--- config.mk ---
export PLATFORM = sky130hd
export DESIGN_NAME = tuner_synth_control_regs
export DESIGN_NICKNAME = d
export VERILOG_FILES = /design/src/shared/synth_ctrl_pkg.sv /design/src/core/ctrl_byte_bank.sv /design/src/core/tuner_synth_control_regs.sv
export VERILOG_INCLUDE_DIRS = /design/src /design/src/shared
export SDC_FILE = /design/constraint.sdc
export NUM_CORES = 1
export LEC_CHECK = 0
export BUFFER_PORTS_ARGS = -buffer_cell sky130_fd_sc_hd__buf_2
export CORE_ASPECT_RATIO = 0.8
export CORE_UTILIZATION = 50
export CTS_CLUSTER_DIAMETER = 200
export DETAILED_ROUTE_END_ITERATION = 10
export PLACE_DENSITY = 0.69
export SLEW_MARGIN = 20
export SYNTH_ARGS = -nofsm -noshare
export SYNTH_HDL_FRONTEND = slang
export SYNTH_SLANG_ARGS = --single-unit
--- constraint.sdc ---
create_clock -name mclk_in -period 6.35 [get_ports mclk_in]
set_input_delay 0.9525 -clock mclk_in [delete_from_list [all_inputs] [get_ports mclk_in]]
set_output_delay 0.9525 -clock mclk_in [all_outputs]
set_load 0.01 [all_outputs]
--- src/shared/synth_ctrl_cfg.svh ---
// constants of the tuner synthesizer control register bank
// assumes a two-wire serial host and one register clock
//
// Summary of operation
// - start-source bit 0 starts autoselect from register band/sub-band, 1 from current.
// - autoselect enable runs the state machine; when clear, manual band fields rule.
// - pump-auto bit selects automatic pump current; host also sets enable/adc bits.
// - adc latch bit set latches the tuning converter value; clear disables latching.
// - adc enable bit set enables reading the tuning converter; clear disables it.
// - two-bit wait field selects 14336, 24576, 34816 or 45056 crystal periods.
// - band field codes 00/01/10 activate oscillator 0/1/2; 11 is unused.
// - four-bit sub-band field picks one of sixteen sub-bands; also autoselect start.
// - bias bit 0 gives normal oscillator bias, 1 gives low-power bias.
// - detector mode 00 closed loop buffer off, 01 rms open loop, 11 echo.
// - attack point field steps 2 dB from -66 dBm at 000 to -52 dBm.
// - tracking filter field sets centre frequency; code 000 is the minimum.
// - stage-3 bypass bit set disables the third rf gain stage.
// - filter bypass bit set disables the integrated rf filter.
// - injection bit 1 selects low-side, 0 selects high-side lo injection.
// - device answers on the serial bus at write address c0, read c1.
`ifndef SYNTH_CTRL_CFG_SVH
`define SYNTH_CTRL_CFG_SVH

`define DEV_WR_ADDR   8'hc0
`define DEV_RD_ADDR   8'hc1

`define OFS_AUTOSEL   8'h01
`define OFS_BAND      8'h02
`define OFS_DETECT    8'h03
`define OFS_MODE      8'h04
`define BANK_DEPTH    4

`define RST_AUTOSEL   8'hb3
`define RST_BAND      8'h29
`define RST_DETECT    8'h23
`define RST_MODE      8'h00

`define B_START_SRC   6
`define B_AUTO_EN     5
`define B_PUMP_AUTO   4
`define B_ADC_LATCH   3
`define B_ADC_EN      2
`define B_WAIT_LSB    0
`define B_BAND_LSB    5
`define B_SUB_LSB     1
`define B_BIAS        0
`define B_BUF_LSB     6
`define B_ATK_LSB     3
`define B_TRK_LSB     0
`define B_STAGE3      7
`define B_FILTER      6
`define B_INJECT      5

`define WAIT_00       16'h3800
`define WAIT_01       16'h6000
`define WAIT_10       16'h8800
`define WAIT_11       16'hb000

`define ATK_BASE_DBM  7'h42
`define ATK_LAST_DBM  7'h34

`endif

--- src/shared/synth_ctrl_pkg.sv ---
// types of the tuner synthesizer control register bank
// assumes synth_ctrl_cfg.svh for all numeric constants
package synth_ctrl_pkg;

	typedef enum logic [2:0] {
		st_idle  = 3'b000,
		st_addr  = 3'b001,
		st_ack   = 3'b010,
		st_ptr   = 3'b011,
		st_wr    = 3'b100,
		st_rd    = 3'b101,
		st_rack  = 3'b110,
		st_rload = 3'b111
	} bus_state_t;

	typedef struct packed {
		logic        start_from_current;
		logic        autoselect_on;
		logic        manual_band;
		logic        pump_auto;
		logic        adc_latch;
		logic        adc_read;
		logic [15:0] wait_periods;
		logic [1:0]  band_code;
		logic [2:0]  osc_onehot;
		logic [3:0]  subband;
		logic        low_power_bias;
		logic        det_buffer_on;
		logic        rms_to_pin;
		logic        gc_echo;
		logic        closed_loop;
		logic [6:0]  attack_neg_dbm;
		logic [2:0]  filter_tune;
		logic        stage3_on;
		logic        filter_on;
		logic        low_side;
	} synth_ctrl_t;

endpackage : synth_ctrl_pkg

--- src/core/ctrl_byte_bank.sv ---
// four control bytes with power-up defaults and a registered read port
// assumes the caller decodes the address range
`timescale 1ns/1ps
`include "synth_ctrl_cfg.svh"
module ctrl_byte_bank (
	input  wire logic                        mclk_in,
	input  wire logic                        reset_in,
	input  wire logic                        wr_en_in,
	input  wire logic [1:0]                  wr_idx_in,
	input  wire logic [7:0]                  wr_data_in,
	input  wire logic                        rd_map_in,
	input  wire logic [1:0]                  rd_idx_in,
	output logic      [7:0]                  rd_data_out,
	output logic      [`BANK_DEPTH-1:0][7:0] regs_out
);
	localparam logic [`BANK_DEPTH-1:0][7:0] RST_VAL =
		{`RST_MODE, `RST_DETECT, `RST_BAND, `RST_AUTOSEL};

	logic [7:0] rd_nxt;

	////////////////////////////////////////////////////////////////
	genvar gi;
	generate
		for (gi = 0; gi < `BANK_DEPTH; gi++) begin : g_byte
			logic [7:0] byte_nxt;
			always_comb begin
				byte_nxt = regs_out[gi];
				if (wr_en_in && wr_idx_in == 2'(gi))
					byte_nxt = wr_data_in;
			end
			always_ff @(posedge mclk_in) begin
				if (reset_in)
					regs_out[gi] <= RST_VAL[gi];
				else
					regs_out[gi] <= byte_nxt;
			end
		end
	endgenerate

	////////////////////////////////////////////////////////////////
	always_comb begin
		rd_nxt = rd_map_in ? regs_out[rd_idx_in] : 8'h00;
	end

	always_ff @(posedge mclk_in) begin
		if (reset_in)
			rd_data_out <= 8'h00;
		else
			rd_data_out <= rd_nxt;
	end

endmodule : ctrl_byte_bank

--- src/core/tuner_synth_control_regs.sv ---
// two-wire serial slave holding the synthesizer control bytes
// assumes scl and sda arrive from pins; sda is open drain, pulled up outside
`timescale 1ns/1ps
`include "synth_ctrl_cfg.svh"
module tuner_synth_control_regs (
	input  wire logic                        mclk_in,
	input  wire logic                        reset_in,
	input  wire logic                        scl_in,
	input  wire logic                        sda_in,
	output logic                             sda_out,
	output logic                             sda_oe_out,
	output synth_ctrl_pkg::synth_ctrl_t      ctrl_out
);
	import synth_ctrl_pkg::*;

	logic                        scl_s1_r, scl_s2_r, scl_d_r;
	logic                        sda_s1_r, sda_s2_r, sda_d_r;
	logic                        scl_rise, scl_fall, bus_start, bus_stop;
	bus_state_t                  st_r, st_nxt;
	logic [3:0]                  cnt_r, cnt_nxt;
	logic [7:0]                  sh_r, sh_nxt;
	logic [7:0]                  tx_r, tx_nxt;
	logic [7:0]                  ptr_r, ptr_nxt;
	logic [1:0]                  kind_r, kind_nxt;
	logic                        rw_r, rw_nxt;
	logic                        ackon_r, ackon_nxt;
	logic                        oe_r, oe_nxt;
	logic                        wr_en_r, wr_en_nxt;
	logic [7:0]                  wr_byte_r, wr_byte_nxt;
	logic [1:0]                  wr_idx_r, wr_idx_nxt;
	logic [7:0]                  byte_in;
	logic                        ptr_map;
	logic [1:0]                  ptr_idx;
	logic [7:0]                  rd_byte;
	logic [`BANK_DEPTH-1:0][7:0] regs;
	synth_ctrl_t                 ctrl_r, ctrl_nxt;

	////////////////////////////////////////////////////////////////
	// pin synchronisers and bus events
	always_ff @(posedge mclk_in) begin
		if (reset_in) begin
			scl_s1_r <= 1'b1;
			scl_s2_r <= 1'b1;
			scl_d_r  <= 1'b1;
			sda_s1_r <= 1'b1;
			sda_s2_r <= 1'b1;
			sda_d_r  <= 1'b1;
		end else begin
			scl_s1_r <= scl_in;
			scl_s2_r <= scl_s1_r;
			scl_d_r  <= scl_s2_r;
			sda_s1_r <= sda_in;
			sda_s2_r <= sda_s1_r;
			sda_d_r  <= sda_s2_r;
		end
	end

	assign scl_rise  = scl_s2_r & ~scl_d_r;
	assign scl_fall  = ~scl_s2_r & scl_d_r;
	assign bus_start = scl_s2_r & scl_d_r & sda_d_r & ~sda_s2_r;
	assign bus_stop  = scl_s2_r & scl_d_r & ~sda_d_r & sda_s2_r;
	assign byte_in   = {sh_r[6:0], sda_s2_r};
	assign ptr_map   = (ptr_r >= `OFS_AUTOSEL) && (ptr_r <= `OFS_MODE);
	assign ptr_idx   = 2'(ptr_r - `OFS_AUTOSEL);

	////////////////////////////////////////////////////////////////
	// serial protocol engine
	always_comb begin
		st_nxt      = st_r;
		cnt_nxt     = cnt_r;
		sh_nxt      = sh_r;
		tx_nxt      = tx_r;
		ptr_nxt     = ptr_r;
		kind_nxt    = kind_r;
		rw_nxt      = rw_r;
		ackon_nxt   = ackon_r;
		oe_nxt      = oe_r;
		wr_en_nxt   = 1'b0;
		wr_byte_nxt = wr_byte_r;
		wr_idx_nxt  = wr_idx_r;
		if (bus_start) begin
			st_nxt    = st_addr;
			cnt_nxt   = 4'h0;
			oe_nxt    = 1'b0;
			ackon_nxt = 1'b0;
		end else if (bus_stop) begin
			st_nxt    = st_idle;
			oe_nxt    = 1'b0;
			ackon_nxt = 1'b0;
		end else begin
			unique case (st_r)
				st_idle: begin
				end
				st_addr, st_ptr, st_wr: begin
					if (scl_rise) begin
						sh_nxt  = byte_in;
						cnt_nxt = cnt_r + 4'h1;
						if (cnt_r == 4'h7) begin
							cnt_nxt = 4'h0;
							st_nxt  = st_ack;
							if (st_r == st_addr) begin
								kind_nxt = 2'h0;
								rw_nxt   = byte_in[0];
								if (byte_in[7:1] != 7'(`DEV_WR_ADDR >> 1))
									st_nxt = st_idle;
							end else if (st_r == st_ptr) begin
								kind_nxt = 2'h1;
								ptr_nxt  = byte_in;
							end else begin
								kind_nxt    = 2'h2;
								wr_en_nxt   = ptr_map;
								wr_byte_nxt = byte_in;
								wr_idx_nxt  = ptr_idx;
							end
						end
					end
				end
				st_ack: begin
					if (scl_fall) begin
						if (!ackon_r) begin
							ackon_nxt = 1'b1;
							oe_nxt    = 1'b1;
						end else begin
							ackon_nxt = 1'b0;
							oe_nxt    = 1'b0;
							if (kind_r == 2'h0 && rw_r) begin
								tx_nxt = rd_byte;
								oe_nxt = ~rd_byte[7];
								st_nxt = st_rd;
							end else if (kind_r == 2'h0) begin
								st_nxt = st_ptr;
							end else begin
								if (kind_r == 2'h2)
									ptr_nxt = ptr_r + 8'h01;
								st_nxt = st_wr;
							end
						end
					end
				end
				st_rd: begin
					if (scl_rise)
						cnt_nxt = cnt_r + 4'h1;
					if (scl_fall) begin
						if (cnt_r == 4'h8) begin
							oe_nxt = 1'b0;
							st_nxt = st_rack;
						end else begin
							tx_nxt = {tx_r[6:0], 1'b0};
							oe_nxt = ~tx_r[6];
						end
					end
				end
				st_rack: begin
					if (scl_rise) begin
						if (sda_s2_r) begin
							st_nxt = st_idle;
						end else begin
							ptr_nxt = ptr_r + 8'h01;
							st_nxt  = st_rload;
						end
					end
				end
				st_rload: begin
					if (scl_fall) begin
						tx_nxt  = rd_byte;
						oe_nxt  = ~rd_byte[7];
						cnt_nxt = 4'h0;
						st_nxt  = st_rd;
					end
				end
			endcase
		end
	end

	always_ff @(posedge mclk_in) begin
		if (reset_in) begin
			st_r      <= st_idle;
			cnt_r     <= 4'h0;
			sh_r      <= 8'h00;
			tx_r      <= 8'h00;
			ptr_r     <= 8'h00;
			kind_r    <= 2'h0;
			rw_r      <= 1'b0;
			ackon_r   <= 1'b0;
			oe_r      <= 1'b0;
			wr_en_r   <= 1'b0;
			wr_byte_r <= 8'h00;
			wr_idx_r  <= 2'h0;
		end else begin
			st_r      <= st_nxt;
			cnt_r     <= cnt_nxt;
			sh_r      <= sh_nxt;
			tx_r      <= tx_nxt;
			ptr_r     <= ptr_nxt;
			kind_r    <= kind_nxt;
			rw_r      <= rw_nxt;
			ackon_r   <= ackon_nxt;
			oe_r      <= oe_nxt;
			wr_en_r   <= wr_en_nxt;
			wr_byte_r <= wr_byte_nxt;
			wr_idx_r  <= wr_idx_nxt;
		end
	end

	assign sda_out    = 1'b0;
	assign sda_oe_out = oe_r;

	////////////////////////////////////////////////////////////////
	ctrl_byte_bank u_bank (
		.mclk_in     (mclk_in),
		.reset_in    (reset_in),
		.wr_en_in    (wr_en_r),
		.wr_idx_in   (wr_idx_r),
		.wr_data_in  (wr_byte_r),
		.rd_map_in   (ptr_map),
		.rd_idx_in   (ptr_idx),
		.rd_data_out (rd_byte),
		.regs_out    (regs)
	);

	////////////////////////////////////////////////////////////////
	// field decode
	always_comb begin
		ctrl_nxt = '0;
		ctrl_nxt.start_from_current = regs[0][`B_START_SRC];
		ctrl_nxt.autoselect_on      = regs[0][`B_AUTO_EN];
		ctrl_nxt.manual_band        = ~regs[0][`B_AUTO_EN];
		ctrl_nxt.pump_auto          = regs[0][`B_PUMP_AUTO];
		ctrl_nxt.adc_latch          = regs[0][`B_ADC_LATCH];
		ctrl_nxt.adc_read           = regs[0][`B_ADC_EN];
		unique case (regs[0][`B_WAIT_LSB +: 2])
			2'b00: ctrl_nxt.wait_periods = `WAIT_00;
			2'b01: ctrl_nxt.wait_periods = `WAIT_01;
			2'b10: ctrl_nxt.wait_periods = `WAIT_10;
			2'b11: ctrl_nxt.wait_periods = `WAIT_11;
		endcase
		ctrl_nxt.band_code = regs[1][`B_BAND_LSB +: 2];
		unique case (regs[1][`B_BAND_LSB +: 2])
			2'b00: ctrl_nxt.osc_onehot = 3'b001;
			2'b01: ctrl_nxt.osc_onehot = 3'b010;
			2'b10: ctrl_nxt.osc_onehot = 3'b100;
			2'b11: ctrl_nxt.osc_onehot = 3'b000;
		endcase
		ctrl_nxt.subband        = regs[1][`B_SUB_LSB +: 4];
		ctrl_nxt.low_power_bias = regs[1][`B_BIAS];
		unique case (regs[2][`B_BUF_LSB +: 2])
			2'b00: ctrl_nxt.closed_loop = 1'b1;
			2'b01: begin
				ctrl_nxt.det_buffer_on = 1'b1;
				ctrl_nxt.rms_to_pin    = 1'b1;
			end
			2'b10: ctrl_nxt.closed_loop = 1'b1;
			2'b11: begin
				ctrl_nxt.det_buffer_on = 1'b1;
				ctrl_nxt.gc_echo       = 1'b1;
				ctrl_nxt.closed_loop   = 1'b1;
			end
		endcase
		ctrl_nxt.attack_neg_dbm = `ATK_BASE_DBM - {3'h0, regs[2][`B_ATK_LSB +: 3], 1'b0};
		ctrl_nxt.filter_tune    = regs[2][`B_TRK_LSB +: 3];
		ctrl_nxt.stage3_on      = ~regs[3][`B_STAGE3];
		ctrl_nxt.filter_on      = ~regs[3][`B_FILTER];
		ctrl_nxt.low_side       = regs[3][`B_INJECT];
	end

	always_ff @(posedge mclk_in) begin
		if (reset_in)
			ctrl_r <= '0;
		else
			ctrl_r <= ctrl_nxt;
	end

	assign ctrl_out = ctrl_r;
endmodule : tuner_synth_control_regs

; After elaboration in Yosys (flattened, before gate mapping)
; Index checks and enable logic that the tools add are counted.
[op_classes]
bitwise_logic = 24
n_eq_ne = 48
reduce_logical = 34
addsub = 4
magnitude_cmp = 3
div_mod_pow = 0
n_mux = 58
n_shift = 0
mul = 0
[ops]
columns = cell, count
row1 = 2-to-1 mux 8 bit, 12
row2 = one-hot mux 16 bit (4 select lines), 1
row3 = 2-to-1 mux 7 bit, 6
row4 = "!= test 2 bit, second input constant", 17
row5 = 2-to-1 mux 3 bit, 11
row6 = "!= test 4 bit, second input constant", 8
row7 = AND reduction 9 bit, 3
row8 = one-hot mux 8 bit (3 select lines), 1
row9 = one-hot mux 7 bit (3 select lines), 1
row10 = "== test 2 bit, second input constant", 9
row11 = inverter 1 bit, 17
row12 = binary-select mux 8 bit (select 2 bit), 1
row13 = 2-to-1 mux 4 bit, 4
row14 = one-hot mux 3 bit (5 select lines), 1
row15 = AND reduction 14 bit, 1
row16 = 2-to-1 mux 1 bit, 13
row17 = "== test 3 bit, second input constant", 4
row18 = one-hot mux 3 bit (4 select lines), 1
row19 = one-hot mux 4 bit (3 select lines), 1
row20 = logical NOT 2 bit, 5
row21 = AND reduction 5 bit, 2
row22 = nonzero test 3 bit, 3
row23 = OR reduction 3 bit, 3
row24 = "adder 8 x 1 -> 8 bit, second input constant", 1
row25 = 24 further kinds, 45
[word_totals]
out_inout_bits = 51
memories = 0
inputBits = 4
wordCells = 215
ram_bits = 0
register_bits = 140
latchBits = 0
mem_bits_ro = 0

; Longest topological paths before layout
; Gate-level depths: netlist (run 1).
[depth]
word_depth = 8
mapped_depth = 8
mapped_depth_nobuf = 7

; Modules after synthesis
; Synthesis (run 1) repeated with hierarchy kept, for this count alone.
[hier_totals]
cells_unflattened = 589
area_unflattened_um2 = 5536.6
[by_module_without_submodules]
columns = mod, seq_area_each_um2, instances, area_per_inst_um2, cells_per_inst
row1 = tuner_synth_control_regs, 1741.7, 1, 3828.7, 426
row2 = ctrl_byte_bank, 800.8, 1, 1707.9, 163

; Worst setup path after synthesis (run 1)
; OpenSTA, ideal clock, no wires.
[synth_timing]
path_kind = register -> register
startpoint = reg ptr_r[0]
endpoint = reg u_bank.rd_data_out[1]
path_stages_with_launch = 7
n_path_buf = 2
path_slack_ns = 3.951
arrival_time_ns = 2.272
setup_ns = 0.126
path_cell_list = dfxtp_1 clkbuf_1 inv_1 ha_1 buf_1 mux4_2 nor2b_1
[synth_via]
elab_cells_between_ends = 8
classes_between = add/sub (1) / order compare (2) / mux (2) / bitwise (1) / reduce/logical (2)
[synth_lines]
columns = item, line
row1 = from (decl), tuner_synth_control_regs.sv:23  ; logic [7:0] ptr_r, ptr_nxt;
row2 = from (signal assigned), tuner_synth_control_regs.sv:194  ; ptr_r <= ptr_nxt;
row3 = subtractor 2 x 1 -> 2 bit (no line), -
row4 = via ptr_idx[0], tuner_synth_control_regs.sv:33  ; logic [1:0] ptr_idx;
row5 = binary-select mux 8 bit (select 2 bit), ctrl_byte_bank.sv:42  ; rd_nxt = rd_map_in ? regs_out[rd_idx_in] : 8'h00;
row6 = 2-to-1 mux 8 bit (not written as such), ctrl_byte_bank.sv:42
row7 = to (signal assigned), ctrl_byte_bank.sv:49  ; rd_data_out <= rd_nxt;
row8 = to (decl), ctrl_byte_bank.sv:13  ; output logic [7:0] rd_data_out,
; The timed path passes the listed nets, and every way through them passes these cells. The select of a mux whose other input is x is not followed.
; A chain may end at the register's enable or synchronous reset.

; Final worst setup path (run 1)
[layout_timing]
startpoint = reg st_r[1]
endpoint = reg tx_r[2]
[layout_via]
elab_chain_cells = 3
elab_cells_between_ends = 12
classes_between = eq/ne (9) / mux (1) / reduce/logical (2)
[layout_lines]
columns = item, line
row1 = from (decl), tuner_synth_control_regs.sv:19  ; bus_state_t st_r, st_nxt;
row2 = from (signal assigned), tuner_synth_control_regs.sv:177  ; st_r <= st_idle;
row3 = from (signal assigned), tuner_synth_control_regs.sv:190  ; st_r <= st_nxt;
row4 = == test 3 bit or == test 3 x 2 -> 1 bit (tied branches), tuner_synth_control_regs.sv:91  ; unique case (st_r)
row5 = != test 2 bit (no line) or nonzero test 3 bit (tied branches), -
row6 = AND reduction 9 bit (no line), -
row7 = to (signal assigned), tuner_synth_control_regs.sv:193  ; tx_r <= tx_nxt;
row8 = to (decl), tuner_synth_control_regs.sv:22  ; logic [7:0] tx_r, tx_nxt;
; Parallel ways exist; a longest one is shown, timed or not.

==> out/summary.log, run 1 <==
qor: status.status finished clean
qor: routing.wirelength 11370 um
qor: timing.finalWorstPathRequiredPeriod 2632 ps
qor: cells_and_area.antenna-diode-count 0
qor: clock_network.tritoncts_clock_tree built
qor: cells_and_area.finish.cell_count_without_fillers 739
qor: timing.max-slew-margin-rel 53.80%
qor: grt.global_route.overflow_total 0
qor: clock_network.numClockSinks 127
qor: pwr.power_density 286.0 mW/mm2
qor: timing.report.final.hold_viol_count 0
qor: grt.global_route.usage.total 21.39%
qor: grt.grt_start_max_net_pins 67
qor: synth.synth-main-ff-cell sky130_fd_sc_hd__dfxtp_1
qor: clock_network.cts_htree_levels 4
qor: timing.timing.final.crit_share 41.46%
qor: synth.synth.lib_cells_used.distinct 59
qor: synth.yosys_warnings 0
qor: synth.post_synth_instance_area 0.005353 mm2
qor: critical_path.worstSetupPathType reg -> reg
qor: pwr.power.ir.vdd_worst 0.0001734 V
qor: clock_network.cts_setup_buffers 0
qor: floorplan.initial_standard_cell_utilization_of_the_core 51.85%
qor: clock_network.clock-root-buffer sky130_fd_sc_hd__clkbuf_16
qor: timing.worst_slew_pin_slew 691.6 ps
qor: cells_and_area.area_growth 13.81%
qor: cells_and_area.fillCellCount 907
qor: clock_network.count_of_hold_buffers_inserted_by_post_cts_repair 0
qor: timing.rsz_0062_raised_after_global_routing no
qor: routing.route.antenna.remaining_nets 0
qor: cells_and_area.finish.utilization 59.02%
qor: pwr.power.leakage 2.407 nW
qor: cells_and_area.final_layout_size_suffix_gt1_share 17.20%
qor: grt.grt_pass1_wl 18590 um
qor: floorplan.die-area 0.01113 mm2
qor: routing.wl_per_cell 15.38 um
qor: clock_network.deepest_clock_path_buffer_count 2
qor: clock_network.cts_inserted_buffers 17
qor: clock_network.clock_latency 410 ps
qor: critical_path.critPathLaunchType flop
qor: cells_and_area.finalNetCount 604
qor: routing.post_drt_via_cell_ratio 5.368
qor: floorplan.core_area 0.01032 mm2
qor: synth.yosysSeqAreaShare 47.50%
qor: grt.grt_pass1_vias 3706
qor: grt.number_of_antenna_violations_at_the_first_check_in_global_routing 0
qor: placed_design.hpwlAfterDp 7612 um
qor: clock_network.number_of_instances_resized_during_post_cts_repair 0
qor: critical_path.cell_with_the_largest_stage_delay_on_the_worst_path sky130_fd_sc_hd__dfxtp_1
qor: min_path.hp-class reg -> reg
qor: placed_design.port_buffers 41
qor: critical_path.critical-path-top-delay-family compound AO/OA/AOI/OAI gates
qor: timing.final-max-slew-violation-count 0
qor: critical_path.max_stage_delay 720 ps
qor: timing.setup_total_negative_slack 0 ps
qor: synth.post_synthesis_cells 565
qor: synth.ys_async_sr_fraction 0%
qor: pwr.total_power 1.743 mW
qor: critical_path.end_kind flop
qor: synth.yosys_register_bits 127
qor: timing.setup-violations-final 0
qor: clock_network.path_clk_slew 50 ps
qor: placed_design.placedCellCount 709
qor: synth.synth-edff-count 0
qor: critical_path.critPathMaxFanout 21
qor: floorplan.die_h 94.54 um
qor: floorplan.die_w 117.7 um
qor: routing.drt_pre_antenna_iters 5
qor: timing.maxClockFrequency 379.9 MHz
qor: floorplan.rows 33
qor: synth.syn-mean-instance-area 9.474 um2
qor: routing.drt_first_iter_violations 180
qor: critical_path.worst-endpoint-required 6660 ps
qor: timing.timing.clock.skew 7.600 ps
qor: routing.drc_errors 0
qor: critical_path.worst_path_buffer_plus_inverter_count 0
qor: floorplan.io_pins 55
qor: critical_path.arrival 2940 ps
qor: placed_design.gp_congestion 0.8210
qor: flow_run.drv.max_cap_violation_count 0
qor: critical_path.crit_chain or3b_1, o22a_1, a311oi_4, nor2_1, a311oi_2
qor: routing.num_vias 3967
[cell families (layout without fill, tap and decap cells)]
kind of cell	after synthesis	in the layout	share of synthesized area, %
mux	42	42	9.748
flops	127	127	47.50
compound gates	92	92	12.51
other cells	1	13	0.07006
buf+inv	69	91	6.218
xor+xnor	2	2	0.3273
fa+ha+maj	12	12	2.805
simple gates	220	220	20.83
[cells in the mapped netlist, types with 3 or more instances]
library cell,instances,area share (%)
sky130_fd_sc_hd__nor4_1,3,0.35
sky130_fd_sc_hd__o32ai_1,4,0.65
sky130_fd_sc_hd__dfxtp_1,127,47
sky130_fd_sc_hd__inv_1,17,1.2
sky130_fd_sc_hd__mux2i_1,33,6.2
sky130_fd_sc_hd__buf_2,5,0.47
sky130_fd_sc_hd__o21ai_0,15,1.4
sky130_fd_sc_hd__nand3b_1,8,1.1
sky130_fd_sc_hd__buf_4,14,2.0
sky130_fd_sc_hd__nor3_1,12,1.1
sky130_fd_sc_hd__clkbuf_1,28,2.0
sky130_fd_sc_hd__a311oi_2,3,0.84
sky130_fd_sc_hd__nand2_1,39,2.7
sky130_fd_sc_hd__a211o_1,7,1.1
sky130_fd_sc_hd__mux4_2,8,3.4
sky130_fd_sc_hd__or4_1,4,0.56
sky130_fd_sc_hd__a21oi_1,27,2.5
sky130_fd_sc_hd__nor3b_1,5,0.70
sky130_fd_sc_hd__nand2b_1,11,1.3
sky130_fd_sc_hd__or2_2,11,1.3
sky130_fd_sc_hd__nand3_1,10,0.94
sky130_fd_sc_hd__a311oi_1,4,0.65
sky130_fd_sc_hd__a211oi_1,6,0.84
sky130_fd_sc_hd__ha_1,12,2.8
sky130_fd_sc_hd__buf_1,3,0.21
sky130_fd_sc_hd__nor2b_1,36,4.2
sky130_fd_sc_hd__and2_1,4,0.47
sky130_fd_sc_hd__nor2_1,70,4.9
[flip-flops by register name (all words and copies together), names as in the netlist]
register,count
sh_r,7
rw_r,1
sda_s2_r,1
st_r,3
scl_s1_r,1
tx_r,7
wr_en_r,1
wr_byte_r,8
sda_oe_out,1
u_bank.rd_data_out,8
scl_d_r,1
ctrl_out,36
kind_r,2
ackon_r,1
u_bank.regs_out,32
sda_s1_r,1
ptr_r,8
sda_d_r,1
wr_idx_r,2
scl_s2_r,1
cnt_r,4
[cell usage in the layout (no fill, tap or decap), types with 5 or more instances in the layout]
cell / netlist / routed
sky130_fd_sc_hd__nand2b_1: 11 / 11
sky130_fd_sc_hd__ha_1: 12 / 12
sky130_fd_sc_hd__clkinv_2: 0 / 5
sky130_fd_sc_hd__nor2_1: 70 / 70
sky130_fd_sc_hd__a211o_1: 7 / 7
sky130_fd_sc_hd__nor2b_1: 36 / 36
sky130_fd_sc_hd__mux4_2: 8 / 8
sky130_fd_sc_hd__nand2_1: 39 / 39
sky130_fd_sc_hd__nor3_1: 12 / 12
sky130_fd_sc_hd__a211oi_1: 6 / 6
sky130_fd_sc_hd__o21ai_0: 15 / 15
sky130_fd_sc_hd__nand3b_1: 8 / 8
sky130_fd_sc_hd__mux2i_1: 33 / 33
sky130_fd_sc_hd__buf_2: 5 / 40
sky130_fd_sc_hd__clkbuf_16: 0 / 17
sky130_fd_sc_hd__inv_1: 17 / 17
sky130_fd_sc_hd__or2_2: 11 / 11
sky130_fd_sc_hd__nand3_1: 10 / 10
sky130_fd_sc_hd__conb_1: 1 / 13
sky130_fd_sc_hd__a21oi_1: 27 / 27
sky130_fd_sc_hd__dfxtp_1: 127 / 127
[worst reg2reg max path, cell delays in order (launching register included)]
cell	delay [ps]
sky130_fd_sc_hd__dfxtp_1	720
sky130_fd_sc_hd__or3b_1	530
sky130_fd_sc_hd__o22a_1	290
sky130_fd_sc_hd__a311oi_4	580
sky130_fd_sc_hd__nor2_1	130
sky130_fd_sc_hd__a311oi_2	290
[report_power, final]
group          switching (mW)  internal, mW
registers             0.00617         0.805
clock network           0.339         0.549
logic                  0.0294        0.0138
total                   0.374          1.37
[routing by layer]
layer / routed length (um) / up-vias / GRT usage [%]
li1: - / 1975 / -
met1: 5719 / 1902 / 28.91
met2: 5121 / 83 / 33.19
met3: 463 / 7 / 6.341
met4: 59 / 0 / 6.197
met5: 0 / - / 0
[stage by stage]
step | cell area [um2] | setup WS, ps | hold WS (ps)
after floorplan | 5398 | 3951 | 389.5
after global placement | 5534 | 3542 | 393.1
after detailed placement | 5534 | 3465 | 396.0
after CTS | 6081 | 3422 | 407.1
after global routing | 6092 | 3538 | 432.3
final | 6092 | 3718 | 404.0
[cell type report]
| type | instances | area (um2) | area share, % |
|---|---|---|---|
| Clock buffer | 19 | 452.9 | 7.435 |
| Clock inverter | 11 | 93.84 | 1.540 |
| Inverter | 17 | 63.81 | 1.047 |
| Multi-Input combinational cell | 381 | 2534 | 41.59 |
| Sequential cell | 127 | 2542 | 41.73 |
| Tap cell | 140 | 175.2 | 2.875 |
| Timing Repair Buffer | 44 | 230.2 | 3.779 |
[path summary, 6_finish.rpt]
kind | from | endpoint | slack [ps] | cells after the start
setup / recovery | st_r[1] | tx_r[2] | 3720 | 5
hold reg to reg | sda_s1_r | sda_s2_r | 400 | 1
setup reg to reg | st_r[1] | tx_r[2] | 3720 | 5
hold / removal | sda_s1_r | sda_s2_r | 400 | 1
No activity file was read; power rests on OpenSTA's default activity.
==> run 2, diff against run 1 <==
==> constraint.sdc (replaced) <==
create_clock -name mclk_in -period 2.7 [get_ports mclk_in]
set_input_delay 0.405 -clock mclk_in [delete_from_list [all_inputs] [get_ports mclk_in]]
set_output_delay 0.405 -clock mclk_in [all_outputs]
set_load 0.01 [all_outputs]
==> run 2 against run 1 <==
Net effect: combinational power rose by 150%; largest cell class unchanged; critical path type unchanged; count of clock-buffer cells in the layout rose by 4; flip-flop and latch count did not move; largest power group unchanged; highest routed layer unchanged.
==> out/summary.log, run 2 (synthesis gave the netlist of run 1 again) <==
qor: timing.report.final.hold_viol_count 0
qor: timing.max-slew-margin-rel 52.03%
qor: cells_and_area.finish.utilization 60.34%
qor: clock_network.cts_inserted_buffers 17
qor: placed_design.port_buffers 41
qor: flow_run.drv.max_cap_violation_count 0
qor: routing.route.antenna.remaining_nets 0
qor: clock_network.numClockSinks 127
qor: cells_and_area.final_layout_size_suffix_gt1_share 17.73%
qor: routing.num_vias 4126
qor: placed_design.hpwlAfterDp 7674 um
qor: critical_path.crit_chain or3b_1, o22a_1, a311oi_4, nor2_1, a311oi_1
qor: routing.drt_pre_antenna_iters 5
qor: placed_design.gp_congestion 0.8578
qor: floorplan.die_h 94.54 um
qor: cells_and_area.finish.cell_count_without_fillers 749
qor: placed_design.placedInstanceArea 0.005594 mm2
qor: clock_network.cts_htree_levels 4
qor: critical_path.worst_r2r_path_depth 5
qor: min_path.worst_hold_startpoint scl_in
qor: routing.post_drt_via_cell_ratio 5.509
qor: grt.global_route.overflow_total 0
qor: timing.final_setup_margin 483.7 ps
qor: timing.worst_slew_pin_slew 716.8 ps
qor: min_path.hold-path-endpoint scl_s1_r
qor: status.status finished clean
qor: timing.holdWs 182.3 ps
qor: cells_and_area.antenna-diode-count 0
qor: critical_path.rr_startpoint st_r[0]
qor: grt.grt_start_max_net_pins 54
qor: critical_path.end_kind flop
qor: placed_design.placedCellCount 717
qor: grt.global_route.usage.total 21.72%
qor: critical_path.worstSetupPathType reg -> reg
qor: timing.finalWorstPathRequiredPeriod 2216 ps
qor: grt.groute.layer.met2.usage 34.12%
qor: pwr.power.leakage 2.480 nW
qor: timing.rsz_0062_raised_after_global_routing no
qor: clock_network.number_of_instances_resized_during_post_cts_repair 0
qor: pwr.power_density 711.2 mW/mm2
qor: routing.wl_per_cell 15.26 um
qor: clock_network.clock_latency 410 ps
qor: grt.met1_usage 28.91%
qor: timing.setup-violations-final 0
qor: clock_network.count_of_hold_buffers_inserted_by_post_cts_repair 0
qor: critical_path.worst-r2r-setup-slack 480 ps
qor: grt.grt_pass1_vias 3827
qor: critical_path.arrival 2520 ps
qor: cells_and_area.mostFrequentLayoutCells sky130_fd_sc_hd__dfxtp_1 (127), sky130_fd_sc_hd__nor2_1 (70), sky130_fd_sc_hd__buf_2 (40), sky130_fd_sc_hd__nand2_1 (39), sky130_fd_sc_hd__nor2b_1 (36)
qor: floorplan.die-area 0.01113 mm2
qor: placed_design.pre_cts_slack 511.8 ps
qor: timing.setup_total_negative_slack 0 ps
qor: critical_path.critPathLaunchType flop
qor: timing.timing.final.crit_share 82.08%
qor: critical_path.max_stage_delay 560 ps
qor: critical_path.r2r-end tx_r[1]
qor: cells_and_area.area_growth 16.36%
qor: timing.final-max-slew-violation-count 0
qor: cells_and_area.largest_register_ffs 36
qor: floorplan.rows 33
qor: floorplan.die_w 117.7 um
qor: cells_and_area.fillCellCount 870
qor: min_path.holdPathStages 2
qor: critical_path.worst-endpoint-required 3010 ps
qor: clock_network.tritoncts_clock_tree built
qor: routing.drt_first_iter_violations 295
qor: cells_and_area.finalNetCount 612
qor: pwr.total_power 4.430 mW
qor: grt.gr-max-usage-layer met2
qor: grt.grt_pass1_wl 18840 um
qor: min_path.hp-class in -> reg
qor: floorplan.initial_standard_cell_utilization_of_the_core 51.85%
qor: clock_network.cts_setup_buffers 0
qor: grt.number_of_antenna_violations_at_the_first_check_in_global_routing 0
qor: critical_path.cell_with_the_largest_stage_delay_on_the_worst_path sky130_fd_sc_hd__a311oi_4
qor: timing.maxClockFrequency 451.2 MHz
qor: clock_network.clock-root-buffer sky130_fd_sc_hd__clkbuf_16
qor: cells_and_area.most_common_cell_after_layout_fill_and_taps_aside sky130_fd_sc_hd__dfxtp_1
qor: pwr.power.ir.vdd_worst 0.0004692 V
qor: clock_network.deepest_clock_path_buffer_count 2
qor: floorplan.io_pins 55
qor: routing.drc_errors 0
qor: clock_network.path_clk_slew 50 ps
qor: cells_and_area.final_area 0.006228 mm2
qor: floorplan.core_area 0.01032 mm2
qor: timing.timing.clock.skew 5.927 ps
qor: critical_path.critPathMaxFanout 13
qor: routing.wirelength 11430 um
qor: grt.global_route.usage.met3 4.408%
-- run 2: changes by cell type in the layout (fill, tap and decap cells not counted), moves of 3 or more --
cell / delta
sky130_fd_sc_hd__clkbuf_1: +3
sky130_fd_sc_hd__clkinv_2: -4
sky130_fd_sc_hd__buf_4: +8
sky130_fd_sc_hd__bufinv_16: +3
-- run 2: worst max-delay path, delay by kind of cell, from the launching register on --
| kind | cells | cell delay (ps) |
|---|---|---|
| flip-flops | 1 | 410 |
| AO/OA/AOI/OAI | 3 | 1110 |
| AND/OR/NAND/NOR | 2 | 610 |
-- run 2: how the worst max path moves through the flow --
| stage | from | endpoint | slack, ps | depth (start not counted) |
|---|---|---|---|---|
| after floorplan | ptr_r[0] | u_bank.rd_data_out[1] | 300 | 6 |
| after global placement | st_r[0] | tx_r[0] | 560 | 5 |
| after detailed placement | st_r[0] | tx_r[4] | 510 | 5 |
| after CTS | st_r[0] | tx_r[4] | 500 | 5 |
| after global routing | cnt_r[0] | ptr_r[0] | 290 | 6 |
| final | st_r[0] | tx_r[1] | 480 | 5 |
-- run 2: where the power goes --
part	leakage, nW	switching (mW)	internal, mW
combinational	1.15	0.0718	0.0347
clock	0.300	0.799	1.62
sequential	1.03	0.0118	1.89
total	2.48	0.883	3.55
-- run 2: routing by layer --
layer	part of all wire, %	vias up	wire length [um]
met3	4.7	22	542
met1	48	1980	5465
li1	-	1990	-
met5	0	-	0
met4	1.6	0	178
met2	46	134	5245
-- run 2: cell type report --
class	count	area, um2	area share [%]
clock buffers	23	478.0	7.674
multi-input cells	381	2522	40.50
clock inverters	9	156.4	2.511
inverters	17	63.81	1.025
flip-flops and latches	127	2542	40.82
repair buffers	52	290.3	4.661
well taps	140	175.2	2.812
==> run 3, diff against run 2 <==
==> constraint.sdc (replaced) <==
create_clock -name mclk_in -period 2.1 [get_ports mclk_in]
set_input_delay 0.315 -clock mclk_in [delete_from_list [all_inputs] [get_ports mclk_in]]
set_output_delay 0.315 -clock mclk_in [all_outputs]
set_load 0.01 [all_outputs]
==> run 3 against run 2 <==
Net effect: utilization is 0.63 points higher; power is 26% higher; largest power group unchanged; clock skew is 0.97 ps higher; global-route usage is 0.17 points higher; maximum frequency is 14% higher; clock power is 24% higher; setup slack worse by 320 ps.
==> out/summary.log, run 3 (synthesis gave the netlist of run 1 again) <==
qor: placed_design.hpwlAfterDp 7815 um
qor: pwr.power.ir.vdd_worst 0.0006481 V
qor: grt.global_route.usage.total 21.89%
qor: critical_path.worst_path_buffer_plus_inverter_count 1
qor: pwr.power_switching 1.177 mW
qor: routing.post_drt_via_cell_ratio 5.372
qor: cells_and_area.largest_register_ffs 36
qor: floorplan.initial_standard_cell_utilization_of_the_core 51.85%
qor: critical_path.arrival 2250 ps
qor: cells_and_area.area_growth 17.58%
qor: timing.report.final.hold_viol_count 0
qor: timing.timing.final.crit_share 92.42%
qor: floorplan.die_h 94.54 um
qor: min_path.hp-class in -> reg
qor: timing.rsz_0062_raised_after_global_routing no
qor: timing.worst_slew_pin_slew 670.9 ps
qor: floorplan.core_area 0.01032 mm2
qor: critical_path.cell_with_the_largest_stage_delay_on_the_worst_path sky130_fd_sc_hd__or3b_2
qor: clock_network.clock-root-buffer sky130_fd_sc_hd__clkbuf_16
qor: critical_path.critical-path-top-delay-family compound AO/OA/AOI/OAI gates
qor: routing.drt_pre_antenna_iters 5
qor: pwr.seq_power_share 43.7%
qor: pwr.total_power 5.593 mW
qor: floorplan.die_w 117.7 um
qor: critical_path.max_stage_delay 510 ps
qor: critical_path.worst-r2r-setup-slack 160 ps
qor: critical_path.crit_chain or3b_2, o22a_1, a311oi_4, buf_4, nor2_1, a311oi_1
qor: cells_and_area.antenna-diode-count 0
qor: routing.route.antenna.remaining_nets 0
qor: grt.global_route.overflow_total 0
qor: pwr.power.share.clock 53.6%
qor: clock_network.numClockSinks 127
qor: status.status finished clean
qor: clock_network.number_of_instances_resized_during_post_cts_repair 0
qor: floorplan.die-area 0.01113 mm2
qor: clock_network.cts_inserted_buffers 17
qor: timing.holdWs 85.60 ps
qor: pwr.power_density 888.6 mW/mm2
qor: critical_path.critPathLaunchType flop
qor: clock_network.deepest_clock_path_buffer_count 2
qor: timing.final_setup_margin 159.1 ps
qor: timing.setup_total_negative_slack 0 ps
qor: routing.num_vias 4072
qor: critical_path.worst-endpoint-required 2410 ps
qor: flow_run.drv.max_cap_violation_count 0
qor: timing.setup-violations-final 0
qor: clock_network.tritoncts_clock_tree built
qor: placed_design.pre_cts_slack 159.4 ps
qor: cells_and_area.mostFrequentLayoutCells sky130_fd_sc_hd__dfxtp_1 (127), sky130_fd_sc_hd__nor2_1 (70), sky130_fd_sc_hd__buf_2 (40), sky130_fd_sc_hd__nand2_1 (39), sky130_fd_sc_hd__nor2b_1 (36)
qor: pwr.internal_power 4.416 mW
qor: timing.maxClockFrequency 515.2 MHz
qor: timing.finalWorstPathRequiredPeriod 1941 ps
qor: placed_design.port_buffers 41
qor: timing.final-max-slew-violation-count 0
qor: clock_network.path_clk_slew 60 ps
qor: routing.drt_first_iter_violations 241
qor: floorplan.io_pins 55
qor: floorplan.rows 33
qor: clock_network.cts_htree_levels 4
qor: critical_path.end_kind flop
qor: timing.max-slew-margin-rel 55.14%
qor: grt.grt_pass1_vias 3742
qor: grt.grt_pass1_wl 19020 um
qor: cells_and_area.fillCellCount 852
qor: routing.drc_errors 0
qor: grt.number_of_antenna_violations_at_the_first_check_in_global_routing 0
qor: critical_path.critPathMaxFanout 13
qor: critical_path.worstSetupPathType reg -> reg
qor: cells_and_area.most_common_cell_after_layout_fill_and_taps_aside sky130_fd_sc_hd__dfxtp_1
qor: routing.wl_per_cell 15.55 um
qor: pwr.power.switching_fraction 21.05%
qor: pwr.power.leakage 2.529 nW
qor: clock_network.cts_setup_buffers 0
qor: pwr.comb_power_share 2.6%
qor: clock_network.count_of_hold_buffers_inserted_by_post_cts_repair 0
qor: grt.grt_start_max_net_pins 98
qor: cells_and_area.finalNetCount 622
qor: cells_and_area.final_layout_size_suffix_gt1_share 19.42%
qor: routing.wirelength 11790 um
qor: clock_network.clock_latency 410 ps
qor: timing.timing.clock.skew 6.896 ps
qor: placed_design.gp_congestion 0.8579
==> run 3: power by group through the flow <==
stage	clock network (mW)	logic, mW	registers (mW)
CTS	3.04	0.147	2.45
detailed placement	0	0.147	2.50
finish	3.00	0.147	2.45
global route	3.14	0.161	2.45
global placement	0	0.147	2.50
floorplan	0	0.116	2.50
==> run 3: cell type report <==
class | count | area, um2 | share of cell area, %
clock inverters | 12 | 158.9 | 2.525
inverters | 17 | 63.81 | 1.014
repair buffers | 62 | 377.9 | 6.004
well taps | 140 | 175.2 | 2.783
clock buffers | 19 | 452.9 | 7.197
flip-flops and latches | 127 | 2542 | 40.40
multi-input cells | 381 | 2522 | 40.08
==> run 3: path summary, 6_finish.rpt <==
| kind | cells past startpoint | startpoint | to |
|---|---|---|---|
| hold reg to reg | 1 | sda_s1_r | sda_s2_r |
| setup / recovery | 6 | kind_r[1] | tx_r[1] |
| setup reg to reg | 6 | kind_r[1] | tx_r[1] |
| hold / removal | 2 | sda_in | sda_s1_r |
==> run 3: metal layers <==
layer / global-route usage (%) / vias up / wire (um)
li1: - / 2015 / -
met4: 8.654 / 0 / 84
met2: 34.51 / 115 / 5384
met1: 29.86 / 1933 / 5751
met3: 3.986 / 9 / 565
met5: 0 / - / 0
==> run 3: through the flow <==
stage / instance area [um2] / cells / utilization (%)
final: 6294 / 758 / 60.97
after global routing: 6294 / 758 / 60.97
after CTS: 6294 / 758 / 60.97
after detailed placement: 5682 / 727 / 55.04
after global placement: 5682 / 727 / 55.04
after floorplan: 5400 / 577 / -
